`src/core/mfr_pkg.sv`:
```
package mfr_pkg;

  ////////////////////////////////////////////////////////////////////////////
  // sizes
  localparam int NUM_PINS = 7;
  localparam int FUNC_W = 4;
  localparam int GP_W = 5;
  localparam int ADDR_W = 5;
  localparam int SDA_PIN = 1;
  localparam int SCL_PIN = 4;

  ////////////////////////////////////////////////////////////////////////////
  // pin functions and the set each terminal accepts
  typedef enum logic [3:0] {
    MF_INPUT      = 4'h0,
    MF_PAR_IRQ    = 4'h1,
    MF_GP_IN      = 4'h2,
    MF_GP_OUT     = 4'h3,
    MF_LED        = 4'h4,
    MF_VIDEO_SW   = 4'h5,
    MF_AUDIO_PWM  = 4'h6,
    MF_GP_EVENT   = 4'h7,
    MF_RING_OUT   = 4'h8,
    MF_LOW_POWER  = 4'h9,
    MF_PCI_INT    = 4'ha,
    MF_PCI_LOCK   = 4'hb,
    MF_CLKRUN     = 4'hc,
    MF_SERIAL_IRQ = 4'hd
  } mfr_func_t;

  localparam logic [NUM_PINS-1:0][15:0] PIN_ALLOWED = {
    16'h1003, 16'h02ff, 16'h0bff, 16'h2003, 16'h03ff, 16'h04ff, 16'h04ff
  };
  localparam logic [NUM_PINS-1:0][2:0] PIN_GP_IDX = {
    3'h0, 3'h4, 3'h3, 3'h0, 3'h2, 3'h1, 3'h0
  };

  ////////////////////////////////////////////////////////////////////////////
  // register map
  localparam logic [ADDR_W-1:0] REG_ROUTE = 5'h00;
  localparam logic [ADDR_W-1:0] REG_GP_OUT = 5'h04;
  localparam logic [ADDR_W-1:0] REG_GP_IN = 5'h08;
  localparam logic [ADDR_W-1:0] REG_CTRL = 5'h0c;
  localparam logic [ADDR_W-1:0] REG_SUBSYS = 5'h10;
  localparam logic [27:0] ROUTE_RST = 28'h000d000;
  localparam logic [GP_W-1:0] GP_OUT_RST = 5'h00;
  localparam int CTRL_PME_SEL_BIT = 0;
  localparam int STAT_SERIAL_EN_BIT = 8;
  localparam int STAT_LD_BUSY_BIT = 9;
  localparam int STAT_LD_DONE_BIT = 10;
  localparam int STAT_LD_ERR_BIT = 11;
  localparam int STAT_SUSPEND_BIT = 12;

  ////////////////////////////////////////////////////////////////////////////
  // serial eeprom loader
  localparam logic [7:0] EE_DEV_WR = 8'ha0;
  localparam logic [7:0] EE_DEV_RD = 8'ha1;
  localparam logic [7:0] EE_WORD_ADDR = 8'h00;
  localparam logic [2:0] EE_RESTART_FRAME = 3'h2;
  localparam logic [2:0] EE_FIRST_READ = 3'h3;
  localparam logic [2:0] EE_LAST_FRAME = 3'h6;
  localparam int CLK_PERIOD_NS = 10;
  localparam int SCL_QUARTER_NS = 2500;
  localparam int SCL_QUARTER_CYC = (SCL_QUARTER_NS + CLK_PERIOD_NS - 1) / CLK_PERIOD_NS;
  localparam logic [7:0] QUARTER_CNT_MAX = 8'(SCL_QUARTER_CYC - 1);

  typedef enum logic [2:0] {
    LD_IDLE  = 3'b000,
    LD_START = 3'b001,
    LD_BIT   = 3'b011,
    LD_STOP  = 3'b010,
    LD_DONE  = 3'b110
  } mfr_ld_fsm_t;

  typedef struct packed {
    mfr_ld_fsm_t fsm;
    logic [7:0] qcnt;
    logic [1:0] q;
    logic [3:0] bit_i;
    logic [2:0] frame;
    logic [7:0] shreg;
    logic [31:0] data;
    logic scl_oe;
    logic sda_oe;
    logic err;
    logic done;
  } mfr_ld_state_t;

  ////////////////////////////////////////////////////////////////////////////
  // carriers
  typedef struct packed {
    logic [NUM_PINS-1:0] par_irq;
    logic [1:0] pci_int;
    logic led;
    logic video_sw;
    logic audio_pwm;
    logic gp_event;
    logic ring;
    logic pme;
    logic low_power;
    logic lock_o;
    logic lock_oe;
    logic clkrun_o;
    logic clkrun_oe;
    logic serirq_o;
    logic serirq_oe;
  } mfr_core_t;

  typedef struct packed {
    logic lock_in;
    logic clkrun_in;
    logic serirq_in;
  } mfr_ret_t;

  typedef struct packed {
    logic [27:0] route;
    logic [GP_W-1:0] gp_out;
    logic pme_sel;
    logic [31:0] subsys;
    logic strap_taken;
    logic serial_en;
    logic load_pending;
    logic ld_done_q;
    logic ack;
    logic [31:0] rdata;
    logic [NUM_PINS-1:0] pin_out;
    logic [NUM_PINS-1:0] pin_oe;
    logic spk;
    logic ring_pme;
  } mfr_state_t;

endpackage

```
`src/core/mfr_eeprom_loader.sv`:
```
`timescale 1ns/100ps
module mfr_eeprom_loader
  import mfr_pkg::*;
(
  input wire logic ref_clk,
  input wire logic rst_n,
  input wire logic start,
  input wire logic sda_in,
  output logic scl_oe,
  output logic sda_oe,
  output logic busy,
  output logic done,
  output logic err,
  output logic [31:0] data
);

  function automatic logic [7:0] ee_byte(input logic [2:0] frame);
    ee_byte = (frame == 3'h0) ? EE_DEV_WR : (frame == 3'h1) ? EE_WORD_ADDR : EE_DEV_RD;
  endfunction

  mfr_ld_state_t s_reg;
  mfr_ld_state_t s_next;
  logic tick;
  logic rd;
  logic last;

  ////////////////////////////////////////////////////////////////////////////
  always_comb
  begin
    s_next = s_reg;
    tick = (s_reg.qcnt == QUARTER_CNT_MAX);
    rd = (s_reg.frame >= EE_FIRST_READ);
    last = (s_reg.frame == EE_LAST_FRAME);
    if (s_reg.fsm != LD_IDLE && s_reg.fsm != LD_DONE)
    begin
      s_next.qcnt = tick ? 8'h00 : s_reg.qcnt + 8'h01;
      if (tick)
        s_next.q = s_reg.q + 2'h1;
    end
    case (s_reg.fsm)
      LD_IDLE, LD_DONE:
        if (start)
        begin
          s_next.fsm = LD_START;
          s_next.qcnt = 8'h00;
          s_next.q = 2'h0;
          s_next.frame = 3'h0;
          s_next.err = 1'b0;
          s_next.done = 1'b0;
        end
      LD_START:
        // also serves as repeated start: release sda before scl
        if (tick)
          case (s_reg.q)
            2'h0: s_next.sda_oe = 1'b0;
            2'h1: s_next.scl_oe = 1'b0;
            2'h2: s_next.sda_oe = 1'b1;
            default:
            begin
              s_next.scl_oe = 1'b1;
              s_next.fsm = LD_BIT;
              s_next.bit_i = 4'h0;
              s_next.shreg = ee_byte(s_reg.frame);
            end
          endcase
      LD_BIT:
        if (tick)
          case (s_reg.q)
            2'h0:
              if (s_reg.bit_i < 4'h8)
                s_next.sda_oe = !rd && !s_reg.shreg[7];
              else
                s_next.sda_oe = rd && !last;
            2'h1: s_next.scl_oe = 1'b0;
            2'h2:
            begin
              if (rd && s_reg.bit_i < 4'h8)
                s_next.shreg = {s_reg.shreg[6:0], sda_in};
              if (!rd && s_reg.bit_i == 4'h8 && sda_in)
                s_next.err = 1'b1;
            end
            default:
            begin
              s_next.scl_oe = 1'b1;
              if (s_reg.bit_i == 4'h8)
              begin
                s_next.bit_i = 4'h0;
                if (rd)
                  s_next.data = {s_reg.data[23:0], s_reg.shreg};
                if (s_reg.err || last)
                  s_next.fsm = LD_STOP;
                else
                begin
                  s_next.frame = s_reg.frame + 3'h1;
                  s_next.shreg = ee_byte(s_next.frame);
                  if (s_next.frame == EE_RESTART_FRAME)
                    s_next.fsm = LD_START;
                end
              end
              else
              begin
                s_next.bit_i = s_reg.bit_i + 4'h1;
                if (!rd)
                  s_next.shreg = {s_reg.shreg[6:0], 1'b0};
              end
            end
          endcase
      LD_STOP:
        if (tick)
          case (s_reg.q)
            2'h0: s_next.sda_oe = 1'b1;
            2'h1: s_next.scl_oe = 1'b0;
            2'h2: s_next.sda_oe = 1'b0;
            default:
            begin
              s_next.fsm = LD_DONE;
              s_next.done = 1'b1;
            end
          endcase
      default: s_next.fsm = LD_IDLE;
    endcase
  end

  always_ff @(posedge ref_clk)
  begin
    if (!rst_n)
      s_reg <= '0;
    else
      s_reg <= s_next;
  end

  assign scl_oe = s_reg.scl_oe;
  assign sda_oe = s_reg.sda_oe;
  assign busy = (s_reg.fsm != LD_IDLE) && (s_reg.fsm != LD_DONE);
  assign done = s_reg.done;
  assign err = s_reg.err;
  assign data = s_reg.data;
endmodule // mfr_eeprom_loader

```
`src/core/mfr_pin_router.sv`:
```
`timescale 1ns/100ps
module mfr_pin_router
  import mfr_pkg::*;
(
  input wire logic ref_clk,
  input wire logic rst_n,
  input wire logic pci_bus_reset_n,
  input wire logic suspend,
  input wire logic serial_strap_n,
  input wire logic [ADDR_W-1:0] avs_address,
  input wire logic avs_read,
  input wire logic avs_write,
  input wire logic [31:0] avs_writedata,
  input wire logic [3:0] avs_byteenable,
  output logic [31:0] avs_readdata,
  output logic avs_waitrequest,
  input wire mfr_core_t core_in,
  output mfr_ret_t core_ret,
  input wire logic [NUM_PINS-1:0] mf_pin_in,
  output logic [NUM_PINS-1:0] mf_pin_out,
  output logic [NUM_PINS-1:0] mf_pin_oe,
  input wire logic [1:0] card_speaker_input,
  output logic host_speaker_output,
  output logic ring_indicate_output
);

  mfr_state_t s_reg;
  mfr_state_t s_next;
  logic [11:0] sync_q;
  logic [NUM_PINS-1:0] pin_s;
  logic suspend_s;
  logic pci_bus_reset_n_s;
  logic strap_s;
  logic [1:0] spk_s;
  logic reset_active;
  logic do_clear;
  logic req;
  logic ld_start;
  logic ld_scl_oe;
  logic ld_sda_oe;
  logic ld_busy;
  logic ld_done;
  logic ld_err;
  logic [31:0] ld_data;
  logic [GP_W-1:0] gp_in;
  logic [31:0] rd;
  logic [31:0] wmerge;
  logic [31:0] wold;
  mfr_func_t func;

  ////////////////////////////////////////////////////////////////////////////
  // pin synchronisers and the eeprom loader
  mfr_sync #(.W(12)) u_sync (
    .ref_clk(ref_clk),
    .d({suspend, pci_bus_reset_n, serial_strap_n, card_speaker_input, mf_pin_in}),
    .q(sync_q)
  );

  assign pin_s = sync_q[6:0];
  assign spk_s = sync_q[8:7];
  assign strap_s = sync_q[9];
  assign pci_bus_reset_n_s = sync_q[10];
  assign suspend_s = sync_q[11];
  assign reset_active = !rst_n || !pci_bus_reset_n_s;
  assign do_clear = reset_active && !suspend_s;
  assign gp_in = {pin_s[5], pin_s[4], pin_s[2], pin_s[1], pin_s[0]};
  assign req = avs_read || avs_write;
  // loader waits for the strap to be taken, then runs once per reset release while serial_en is set
  assign ld_start = s_reg.load_pending && s_reg.strap_taken && s_reg.serial_en && !reset_active;

  mfr_eeprom_loader u_loader (
    .ref_clk(ref_clk),
    .rst_n(rst_n),
    .start(ld_start),
    .sda_in(pin_s[SDA_PIN]),
    .scl_oe(ld_scl_oe),
    .sda_oe(ld_sda_oe),
    .busy(ld_busy),
    .done(ld_done),
    .err(ld_err),
    .data(ld_data)
  );

  ////////////////////////////////////////////////////////////////////////////
  // registers, routing, outputs
  always_comb
  begin
    s_next = s_reg;
    func = MF_INPUT;
    rd = 32'h0000_0000;
    wold = 32'h0000_0000;
    case (avs_address)
      REG_ROUTE: rd = {4'h0, s_reg.route};
      REG_GP_OUT: rd = {27'h0, s_reg.gp_out};
      REG_GP_IN: rd = {27'h0, gp_in};
      REG_CTRL:
      begin
        rd[CTRL_PME_SEL_BIT] = s_reg.pme_sel;
        rd[STAT_SERIAL_EN_BIT] = s_reg.serial_en;
        rd[STAT_LD_BUSY_BIT] = ld_busy;
        rd[STAT_LD_DONE_BIT] = ld_done;
        rd[STAT_LD_ERR_BIT] = ld_err;
        rd[STAT_SUSPEND_BIT] = suspend_s;
      end
      REG_SUBSYS: rd = s_reg.subsys;
      default: rd = 32'h0000_0000;
    endcase
    case (avs_address)
      REG_ROUTE: wold = {4'h0, s_reg.route};
      REG_GP_OUT: wold = {27'h0, s_reg.gp_out};
      REG_CTRL: wold = {31'h0, s_reg.pme_sel};
      default: wold = 32'h0000_0000;
    endcase
    for (int b = 0; b < 4; b++)
      wmerge[b*8 +: 8] = avs_byteenable[b] ? avs_writedata[b*8 +: 8] : wold[b*8 +: 8];
    // one wait cycle, then the answer; unmapped reads give zero
    s_next.ack = req && !s_reg.ack;
    if (req && !s_reg.ack)
    begin
      if (avs_read)
        s_next.rdata = rd;
      if (avs_write)
        case (avs_address)
          REG_ROUTE: s_next.route = wmerge[27:0];
          REG_GP_OUT: s_next.gp_out = wmerge[GP_W-1:0];
          REG_CTRL: s_next.pme_sel = wmerge[CTRL_PME_SEL_BIT];
          default: s_next.ack = 1'b1;
        endcase
    end
    if (!s_reg.strap_taken)
    begin
      s_next.strap_taken = 1'b1;
      s_next.serial_en = !strap_s;
    end
    if (reset_active)
      s_next.load_pending = 1'b1;
    if (ld_start)
      s_next.load_pending = 1'b0;
    s_next.ld_done_q = ld_done;
    if (ld_done && !s_reg.ld_done_q && !ld_err)
      s_next.subsys = ld_data;
    for (int k = 0; k < NUM_PINS; k++)
    begin
      func = mfr_func_t'(s_reg.route[k*FUNC_W +: FUNC_W]);
      if (!PIN_ALLOWED[k][func])
        func = MF_INPUT;
      s_next.pin_out[k] = 1'b0;
      s_next.pin_oe[k] = 1'b1;
      case (func)
        MF_PAR_IRQ: s_next.pin_out[k] = core_in.par_irq[k];
        MF_GP_OUT: s_next.pin_out[k] = s_reg.gp_out[PIN_GP_IDX[k]];
        MF_LED: s_next.pin_out[k] = core_in.led;
        MF_VIDEO_SW: s_next.pin_out[k] = core_in.video_sw;
        MF_AUDIO_PWM: s_next.pin_out[k] = core_in.audio_pwm;
        MF_GP_EVENT: s_next.pin_out[k] = core_in.gp_event;
        MF_RING_OUT: s_next.pin_out[k] = core_in.ring;
        MF_LOW_POWER: s_next.pin_out[k] = core_in.low_power;
        // open-drain interrupt: pull low while requested
        MF_PCI_INT: s_next.pin_oe[k] = core_in.pci_int[k[0]];
        MF_PCI_LOCK:
        begin
          s_next.pin_out[k] = core_in.lock_o;
          s_next.pin_oe[k] = core_in.lock_oe;
        end
        MF_CLKRUN:
        begin
          s_next.pin_out[k] = core_in.clkrun_o;
          s_next.pin_oe[k] = core_in.clkrun_oe;
        end
        MF_SERIAL_IRQ:
        begin
          s_next.pin_out[k] = core_in.serirq_o;
          s_next.pin_oe[k] = core_in.serirq_oe;
        end
        default: s_next.pin_oe[k] = 1'b0;
      endcase
    end
    // serial bus takes precedence over the routing field
    if (s_reg.serial_en)
    begin
      s_next.pin_out[SDA_PIN] = 1'b0;
      s_next.pin_oe[SDA_PIN] = ld_sda_oe;
      s_next.pin_out[SCL_PIN] = 1'b0;
      s_next.pin_oe[SCL_PIN] = ld_scl_oe;
    end
    s_next.spk = ^spk_s;
    s_next.ring_pme = s_reg.pme_sel ? core_in.pme : core_in.ring;
    if (do_clear)
    begin
      s_next = '0;
      s_next.route = ROUTE_RST;
      s_next.gp_out = GP_OUT_RST;
      s_next.load_pending = 1'b1;
      // strap is a global-reset matter; a bus reset keeps it
      if (rst_n)
      begin
        s_next.strap_taken = s_reg.strap_taken;
        s_next.serial_en = s_reg.serial_en;
      end
    end
  end

  always_ff @(posedge ref_clk)
  begin
    s_reg <= s_next;
  end

  assign avs_waitrequest = req && !s_reg.ack;
  assign avs_readdata = s_reg.rdata;
  assign mf_pin_out = s_reg.pin_out;
  assign mf_pin_oe = s_reg.pin_oe;
  assign host_speaker_output = s_reg.spk;
  assign ring_indicate_output = s_reg.ring_pme;
  assign core_ret.lock_in = pin_s[4];
  assign core_ret.clkrun_in = pin_s[6];
  assign core_ret.serirq_in = pin_s[3];
endmodule // mfr_pin_router

```
`src/core/mfr_sync.sv`:
```
`timescale 1ns/100ps
module mfr_sync #(
  parameter int W = 1
) (
  input wire logic ref_clk,
  input wire logic [W-1:0] d,
  output logic [W-1:0] q
);
  // no reset: suspend must pass through even while reset is low
  logic [W-1:0] meta_reg;
  logic [W-1:0] q_reg;

  always_ff @(posedge ref_clk)
  begin
    meta_reg <= d;
    q_reg <= meta_reg;
  end

  assign q = q_reg;
endmodule // mfr_sync
```
`config.mk`:
```
export PLATFORM = sky130hd
export DESIGN_NAME = mfr_pin_router
export DESIGN_NICKNAME = d
export VERILOG_FILES = /design/src/core/mfr_pkg.sv /design/src/core/mfr_eeprom_loader.sv /design/src/core/mfr_pin_router.sv /design/src/core/mfr_sync.sv
export SDC_FILE = /design/constraint.sdc
export NUM_CORES = 1
export LEC_CHECK = 0
export ABC_AREA = 0
export BUFFER_PORTS_ARGS = -buffer_cell sky130_fd_sc_hd__buf_2
export CAP_MARGIN = 20
export CORE_MARGIN = 3
export CORE_UTILIZATION = 53
export DETAILED_ROUTE_END_ITERATION = 7
export GPL_TIMING_DRIVEN = 0
export PLACE_DENSITY = 0.84
export SYNTH_ARGS = -nofsm -noshare
export SYNTH_HDL_FRONTEND = slang
export SYNTH_HIERARCHICAL = 1
export SYNTH_SLANG_ARGS = --single-unit
```
`constraint.sdc`:
```
create_clock -name ref_clk -period 2.2 [get_ports ref_clk]
set_clock_uncertainty 0.1 [all_clocks]
set_input_delay 0.44 -clock ref_clk [delete_from_list [all_inputs] [get_ports ref_clk]]
set_output_delay 0.44 -clock ref_clk [all_outputs]
set_load 0.01 [all_outputs]
```
==> results of run 1 <==
## critical path: cells and delay by family (launching register included)
family,cells,cell delay (ns)
buffers and inverters,2,1.01
flip-flops,1,0.43
AND/OR/NAND/NOR,3,0.32
AO/OA/AOI/OAI,1,0.15
## cell families (layout without fill, tap and decap cells)
group	after synthesis	count (layout)	share of synthesized area (%)
multiplexers	89	89	9.573
XOR/XNOR	7	7	0.5976
AO/OA/AOI/OAI	264	264	15.98
flip-flops	213	213	41.76
AND/OR/NAND/NOR	457	457	20.44
buffers and inverters	184	363	9.951
adder cells (fa/ha/maj)	14	14	1.707
## final cells by class
cell class	count	area [um2]	share of cell area (%)
plain buffers	156	923.4	7.554
clock buffers	32	659.4	5.395
clock inverters	9	77.57	0.6347
inverters	26	97.59	0.7984
multi-input cells	831	5052	41.33
flip-flops and latches	213	4292	35.11
well taps	260	325.3	2.661
repair buffers	140	795.8	6.510
## synthesized netlist by cell type, types with 5 or more instances
cell      instances  area [um2]
a32oi_1           5       43.79
o311ai_0          5       43.79
o211ai_1          5       37.54
ha_1             14       175.2
o31ai_1           6       45.04
mux4_2            6       135.1
nand3b_1          6       45.04
nand3_1          41       205.2
nand4_1           8       50.05
nand2_1         186       698.2
a211oi_1         17       127.6
clkbuf_1         57       214.0
a32o_1            6       60.06
nor3b_1           5       37.54
buf_4            79       593.1
inv_1            26       97.59
nor3_1           36       180.2
nor2b_1          15       93.84
a22oi_1           6       45.04
o22ai_1           6       37.54
mux2_2           13       146.4
and3_1            7       43.79
buf_2             9       45.04
mux2i_1          70       700.7
buf_1            10       37.54
nor2_1          117       439.2
dfxtp_1         211        4224
nand2b_1          5       31.28
a31oi_1           5       31.28
a21oi_1         132       660.6
o21ai_0          33       165.2
## placed cells by master (no fill, tap or decap), types with 13 or more instances in the layout
cell / synthesis / layout
a211oi_1: 17 / 15
nand3_1: 41 / 41
buf_4: 79 / 81
nor3_1: 36 / 36
inv_1: 26 / 26
o21ai_0: 33 / 33
a21oi_1: 132 / 129
nand2_1: 186 / 186
buf_2: 9 / 132
clkbuf_16: 0 / 23
nor2_1: 117 / 115
ha_1: 14 / 13
clkbuf_1: 57 / 56
mux2i_1: 70 / 69
nor2b_1: 15 / 15
dfxtp_1: 211 / 205
mux2_2: 13 / 13
## metal layers
metal / wire (um) / part of all wire, % / track usage (%) / vias to the layer above
li1: - / - / - / 4538
met2: 14150 / 48 / 46.53 / 515
met1: 11730 / 40 / 32.74 / 4500
met5: 0 / 0 / 0 / -
met4: 1235 / 4.2 / 11.78 / 0
met3: 2267 / 7.7 / 3.904 / 102
## timing repair
action                                  CTS  global route
endpoints found under the hold margin    12             0
endpoints found under the setup margin  121            61
buffers inserted                          1             2
hold buffers                             12             0
resized for setup                         9            22
cloned                                    0             0
pin swaps                                 1             5
## power by group through the flow
| stage | sequential (mW) | combinational (mW) | clock, mW |
|---|---|---|---|
| final | 3.96 | 0.555 | 3.74 |
| after global routing | 3.96 | 0.590 | 3.93 |
| after CTS | 3.95 | 0.542 | 3.78 |
| after detailed placement | 4.03 | 0.520 | 0 |
| after global placement | 4.03 | 0.510 | 0 |
| after floorplan | 4.03 | 0.288 | 0 |
## worst min path at each step
| stage | start | end |
|---|---|---|
| floorplan | u_sync/meta_reg[0]$_DFF_P_ | u_sync/q[0]$_DFF_P_ |
| global placement | u_sync/meta_reg[4]$_DFF_P_ | u_sync/q[4]$_DFF_P_ |
| detailed placement | u_sync/meta_reg[8]$_DFF_P_ | u_sync/q[8]$_DFF_P_ |
| CTS | avs_writedata[10] | s_reg[101]$_SDFFE_PP0N_ |
| global route | avs_writedata[12] | s_reg[103]$_SDFFE_PP1N_ |
| finish | avs_writedata[10] | s_reg[101]$_SDFFE_PP0N_ |
==> impl_metrics.env, run 1 <==
export IMPL_ys_ff_latch=213
export IMPL_cts_root_buf="clkbuf_16"
export IMPL_wl_per_cell_um=17.63
export IMPL_cp_start_kind="flip-flop"
export IMPL_cts_tree="done"
export IMPL_tns_ns=0
export IMPL_async_flop_share_pct=0
export IMPL_whs_path_depth=3
export IMPL_p_per_area_nw_per_um2=675.2
export IMPL_crit_path_max_fanout=10
export IMPL_r2r_end="avs_readdata[26]$_SDFFE_PP0P_"
export IMPL_syn_num_nets=1321
export IMPL_synth_distinct_cells=77
export IMPL_num_vias=9655
export IMPL_post_place_ws_ns=-0.7450
export IMPL_irDropWorstVdd_mv=0.4179
export IMPL_hold_class="in2reg"
export IMPL_leakage_nw=4.921
export IMPL_p_clk_share_pct=45.3
export IMPL_antenna_found_initial=0
export IMPL_synth_cells=1228
export IMPL_layout_worst_path_cycle_share_pct=97.92
export IMPL_syn_avg_cell_area_um2=8.355
export IMPL_setup_violations_final=0
export IMPL_cpPeakStageDelay_ns=0.56
export IMPL_die_y_um=145.1
export IMPL_netSwitchingFraction_pct=23.20
export IMPL_end_kind="flip-flop"
export IMPL_rows=50
export IMPL_placement_cell_area_um2=11210
export IMPL_area_growth_pct=19.13
export IMPL_clk_latency_ns=0.50
export IMPL_final_min_clock_period_ns=2.154
export IMPL_status="complete, no violations"
export IMPL_crit_path_start="s_reg[48]$_SDFF_PP0_"
export IMPL_layout_cells_non_filler=1667
export IMPL_power_frac_seq_pct=47.9
export IMPL_arrival_ns=2.42
export IMPL_drive_gt1_share_pct=22.17
export IMPL_grt_max_degree=15
export IMPL_gp_congestion=0.9211
export IMPL_worstPathCellList="nand2b_1, clkbuf_1, clkbuf_1, nor3_1, a21oi_1, nor2_1"
export IMPL_synth_area_um2=10260
export IMPL_largest_reg_flops=71
export IMPL_required_ns=2.47
export IMPL_antenna_cells=0
export IMPL_power_mw=8.253
export IMPL_dieArea_um2=21060
export IMPL_synth_edf_count=2
export IMPL_max_freq_ghz=0.4642
export IMPL_io_buffers=124
export IMPL_ant_nets=0
export IMPL_die_w_um=145.1
export IMPL_grt_pass1_wl_um=46830
export IMPL_seq_area_frac_synth_pct=41.76
export IMPL_cpMostUsedCell="clkbuf_1"
export IMPL_drv_slew=0
export IMPL_stdcell_area_um2=12220
export IMPL_r2r_start="s_reg[48]$_SDFF_PP0_"
export IMPL_pwr_share_comb_pct=6.7
export IMPL_internal_power_mw=6.338
export IMPL_start_util_pct=54.49
export IMPL_yosys_warnings=6
export IMPL_drtIter0Drc=801
export IMPL_fill_cells=1503
export IMPL_totalWireLength_um=29380
export IMPL_hold_ws_ns=0.1152
export IMPL_r2r_slack_ns=0.05
export IMPL_h_tree_depth=1
export IMPL_setup_ws_ns=0.04579
export IMPL_fin_util_pct=64.91
export IMPL_fp_coreArea_um2=18830
export IMPL_crit_end="avs_readdata[26]$_SDFFE_PP0P_"
export IMPL_num_nets_final=1484
export IMPL_clk_pin_slew_ns=0.06
export IMPL_timing_slew_headroom_pct=42.49
export IMPL_viasPerCell=5.792
export IMPL_p_switching_mw=1.915
export IMPL_post_route_drc_count=0
export IMPL_cts_path_max_buffers=3
export IMPL_crit_type="reg2reg"
export IMPL_grt_overflow=0
export IMPL_pin_count=131
export IMPL_clock_sinks=213
export IMPL_place_hpwl_um=20830
export IMPL_firstDrtPassIters=6
export IMPL_numCtsBuffers=23
export IMPL_cap_violations=0
export IMPL_synthFlopType="dfxtp_1"
export IMPL_track_usage_pct=26.65
export IMPL_reg2reg_depth=6
export IMPL_grt_pass1_vias=9289
export IMPL_tightest_slew_ns=0.8608
export IMPL_cp_slowest_cell="clkbuf_1"
export IMPL_dp_cells=1612
export IMPL_hold_viol_final=0
Note: power is estimated with default switching activity, not from simulation.
==> run 2, diff against run 1 <==
--- a/config.mk
+++ b/config.mk
@@ -9,10 +9,10 @@
 export BUFFER_PORTS_ARGS = -buffer_cell sky130_fd_sc_hd__buf_2
 export CAP_MARGIN = 20
 export CORE_MARGIN = 3
-export CORE_UTILIZATION = 53
+export CORE_UTILIZATION = 58
 export DETAILED_ROUTE_END_ITERATION = 7
 export GPL_TIMING_DRIVEN = 0
-export PLACE_DENSITY = 0.84
+export PLACE_DENSITY = 0.87
 export SYNTH_ARGS = -nofsm -noshare
 export SYNTH_HDL_FRONTEND = slang
 export SYNTH_HIERARCHICAL = 1
==> constraint.sdc (replaced) <==
create_clock -name ref_clk -period 2.65 [get_ports ref_clk]
set_clock_uncertainty 0.1 [all_clocks]
set_input_delay 0.53 -clock ref_clk [delete_from_list [all_inputs] [get_ports ref_clk]]
set_output_delay 0.53 -clock ref_clk [all_outputs]
set_load 0.01 [all_outputs]
==> impl_metrics.env, run 2 (synthesis gave the netlist of run 1 again) <==
export IMPL_antenna_found_initial=0
export IMPL_crit_type="reg2reg"
export IMPL_layout_worst_path_cycle_share_pct=92.36
export IMPL_top_usage_layer="met2"
export IMPL_crit_path_max_fanout=7
export IMPL_cp_slowest_cell="a211oi_1"
export IMPL_multi_input_area_um2=4959
export IMPL_max_freq_ghz=0.4086
export IMPL_antenna_cells=0
export IMPL_final_min_clock_period_ns=2.447
export IMPL_rsz0062_at_grt="no"
export IMPL_cts_hold_buf=0
export IMPL_leakage_nw=4.816
export IMPL_wl_per_cell_um=18.09
export IMPL_io_buffers=124
export IMPL_path_depth=7
export IMPL_r2r_start="s_reg[51]$_SDFFCE_PP0P_"
export IMPL_cp_start_kind="flip-flop"
export IMPL_dieArea_um2=19320
export IMPL_cap_violations=0
export IMPL_fp_coreArea_um2=17300
export IMPL_post_route_drc_count=1
export IMPL_arrival_ns=2.77
export IMPL_h_tree_depth=1
export IMPL_drive_gt1_share_pct=20.67
export IMPL_reg2reg_depth=7
export IMPL_place_hpwl_um=20740
export IMPL_track_usage_pct=29.08
export IMPL_clk_pin_slew_ns=0.06
export IMPL_grt_pass1_wl_um=46840
export IMPL_status="finished, violations left"
export IMPL_required_ns=2.97
export IMPL_die_y_um=139
export IMPL_ant_nets=0
export IMPL_tightest_slew_ns=1.084
export IMPL_path_buf_inv=1
export IMPL_r2r_end="u_loader/s_reg[62]$_SDFFE_PN0P_"
export IMPL_post_cts_resized=0
export IMPL_layout_cells_non_filler=1618
export IMPL_met1_usage_pct=34.23
export IMPL_drtIter0Drc=977
export IMPL_fill_cells=1293
export IMPL_worstPathCellList="clkbuf_1, nand3_1, nor2_1, nor3_1, a211oi_1, a21oi_1, a211oi_1"
export IMPL_irDropWorstVdd_mv=0.4499
export IMPL_use_met2_pct=50.40
export IMPL_timing_slew_headroom_pct=27.57
export IMPL_min_to="u_sync/meta_reg[2]$_DFF_P_"
export IMPL_met3_usage_pct=5.034
export IMPL_dp_cells=1577
export IMPL_hold_class="in2reg"
export IMPL_rows=48
export IMPL_numCtsBuffers=23
export IMPL_grt_pass1_vias=9462
export IMPL_gp_congestion=0.9229
export IMPL_largest_reg_flops=71
export IMPL_die_w_um=139
export IMPL_clk_latency_ns=0.51
export IMPL_grt_overflow=0
export IMPL_end_kind="flip-flop"
export IMPL_totalWireLength_um=29260
export IMPL_seqCellArea_um2=4284
export IMPL_cp_top_family="compound AO/OA/AOI/OAI gates"
export IMPL_p_per_area_nw_per_um2=583.5
export IMPL_cpPeakStageDelay_ns=0.59
export IMPL_r2r_slack_ns=0.20
export IMPL_area_growth_pct=16.33
export IMPL_cts_root_buf="clkbuf_16"
export IMPL_num_nets_final=1470
export IMPL_min_from="mf_pin_in[2]"
export IMPL_cts_tree="done"
export IMPL_clock_sinks=213
export IMPL_viasPerCell=5.980
export IMPL_postCtsSetupBuffers=0
export IMPL_pin_count=131
export IMPL_num_vias=9676
export IMPL_violations="design-rule violations"
export IMPL_firstDrtPassIters=8
export IMPL_drv_slew=0
export IMPL_grt_max_degree=15
export IMPL_placement_cell_area_um2=11160
export IMPL_cpMostUsedCell="a211oi_1"
export IMPL_setup_violations_final=0
export IMPL_whs_path_depth=1
export IMPL_stdcell_area_um2=11940
export IMPL_hold_viol_final=0
export IMPL_final_common_cell="dfxtp_1"
export IMPL_start_util_pct=59.32
export IMPL_cts_path_max_buffers=3
export IMPL_mostFrequentLayoutCells="211 x dfxtp_1, 186 x nand2_1, 133 x buf_2"
-- run 2: area by class of cell --
| type | count | share of cell area [%] |
|---|---|---|
| inverter | 26 | 0.8177 |
| buffer | 158 | 7.737 |
| clock buffer | 32 | 5.609 |
| multi-input combinational | 831 | 41.55 |
| clock inverter | 9 | 0.8387 |
| sequential | 213 | 35.89 |
| tap | 225 | 2.359 |
| timing repair buffer | 124 | 5.200 |
-- run 2: worst max path at each step --
stage	slack [ns]	end	start
2_1_floorplan	0.32	flip-flop	avs_address[1]
3_3_place_gp	-0.32	s_reg[51]$_SDFFCE_PP0P_	rst_n
3_5_place_dp	-0.28	s_reg[51]$_SDFFCE_PP0P_	rst_n
4_1_cts	0.09	s_reg[51]$_SDFFCE_PP0P_	u_sync/q[10]$_DFF_P_
5_1_grt	0.01	u_loader/s_reg[62]$_SDFFE_PN0P_	s_reg[51]$_SDFFCE_PP0P_
6_report	0.20	u_loader/s_reg[62]$_SDFFE_PN0P_	s_reg[51]$_SDFFCE_PP0P_
-- run 2: per-stage QoR --
step | setup WS, ns | util, % | setup TNS, ns | hold WS (ns) | power [mW]
floorplan | 0.3221 | - | 0 | 0.2096 | 3.581
global placement | -0.3171 | 64.53 | -9.485 | 0.2120 | 3.765
detailed placement | -0.2801 | 64.53 | -8.056 | 0.2121 | 3.777
CTS | 0.08927 | 68.98 | 0 | 0.01292 | 6.962
global route | 0.01475 | 69.00 | 0 | 0.01274 | 7.142
finish | 0.2025 | 69.00 | 0 | 0.02272 | 6.964
-- run 2: power breakdown --
part | leakage [nW] | total, mW | switching (mW) | internal (mW)
registers | 1.73 | 3.28 | 0.0252 | 3.25
clock network | 0.378 | 3.24 | 1.29 | 1.95
logic | 2.71 | 0.444 | 0.284 | 0.161
-- run 2: per-layer routing --
layer	share of wire (%)	routed length, um	up-vias
met5	0	0	-
met4	6.1	1795	0
met3	8.4	2463	132
met2	47	13840	554
met1	38	11170	4478
li1	-	-	4512
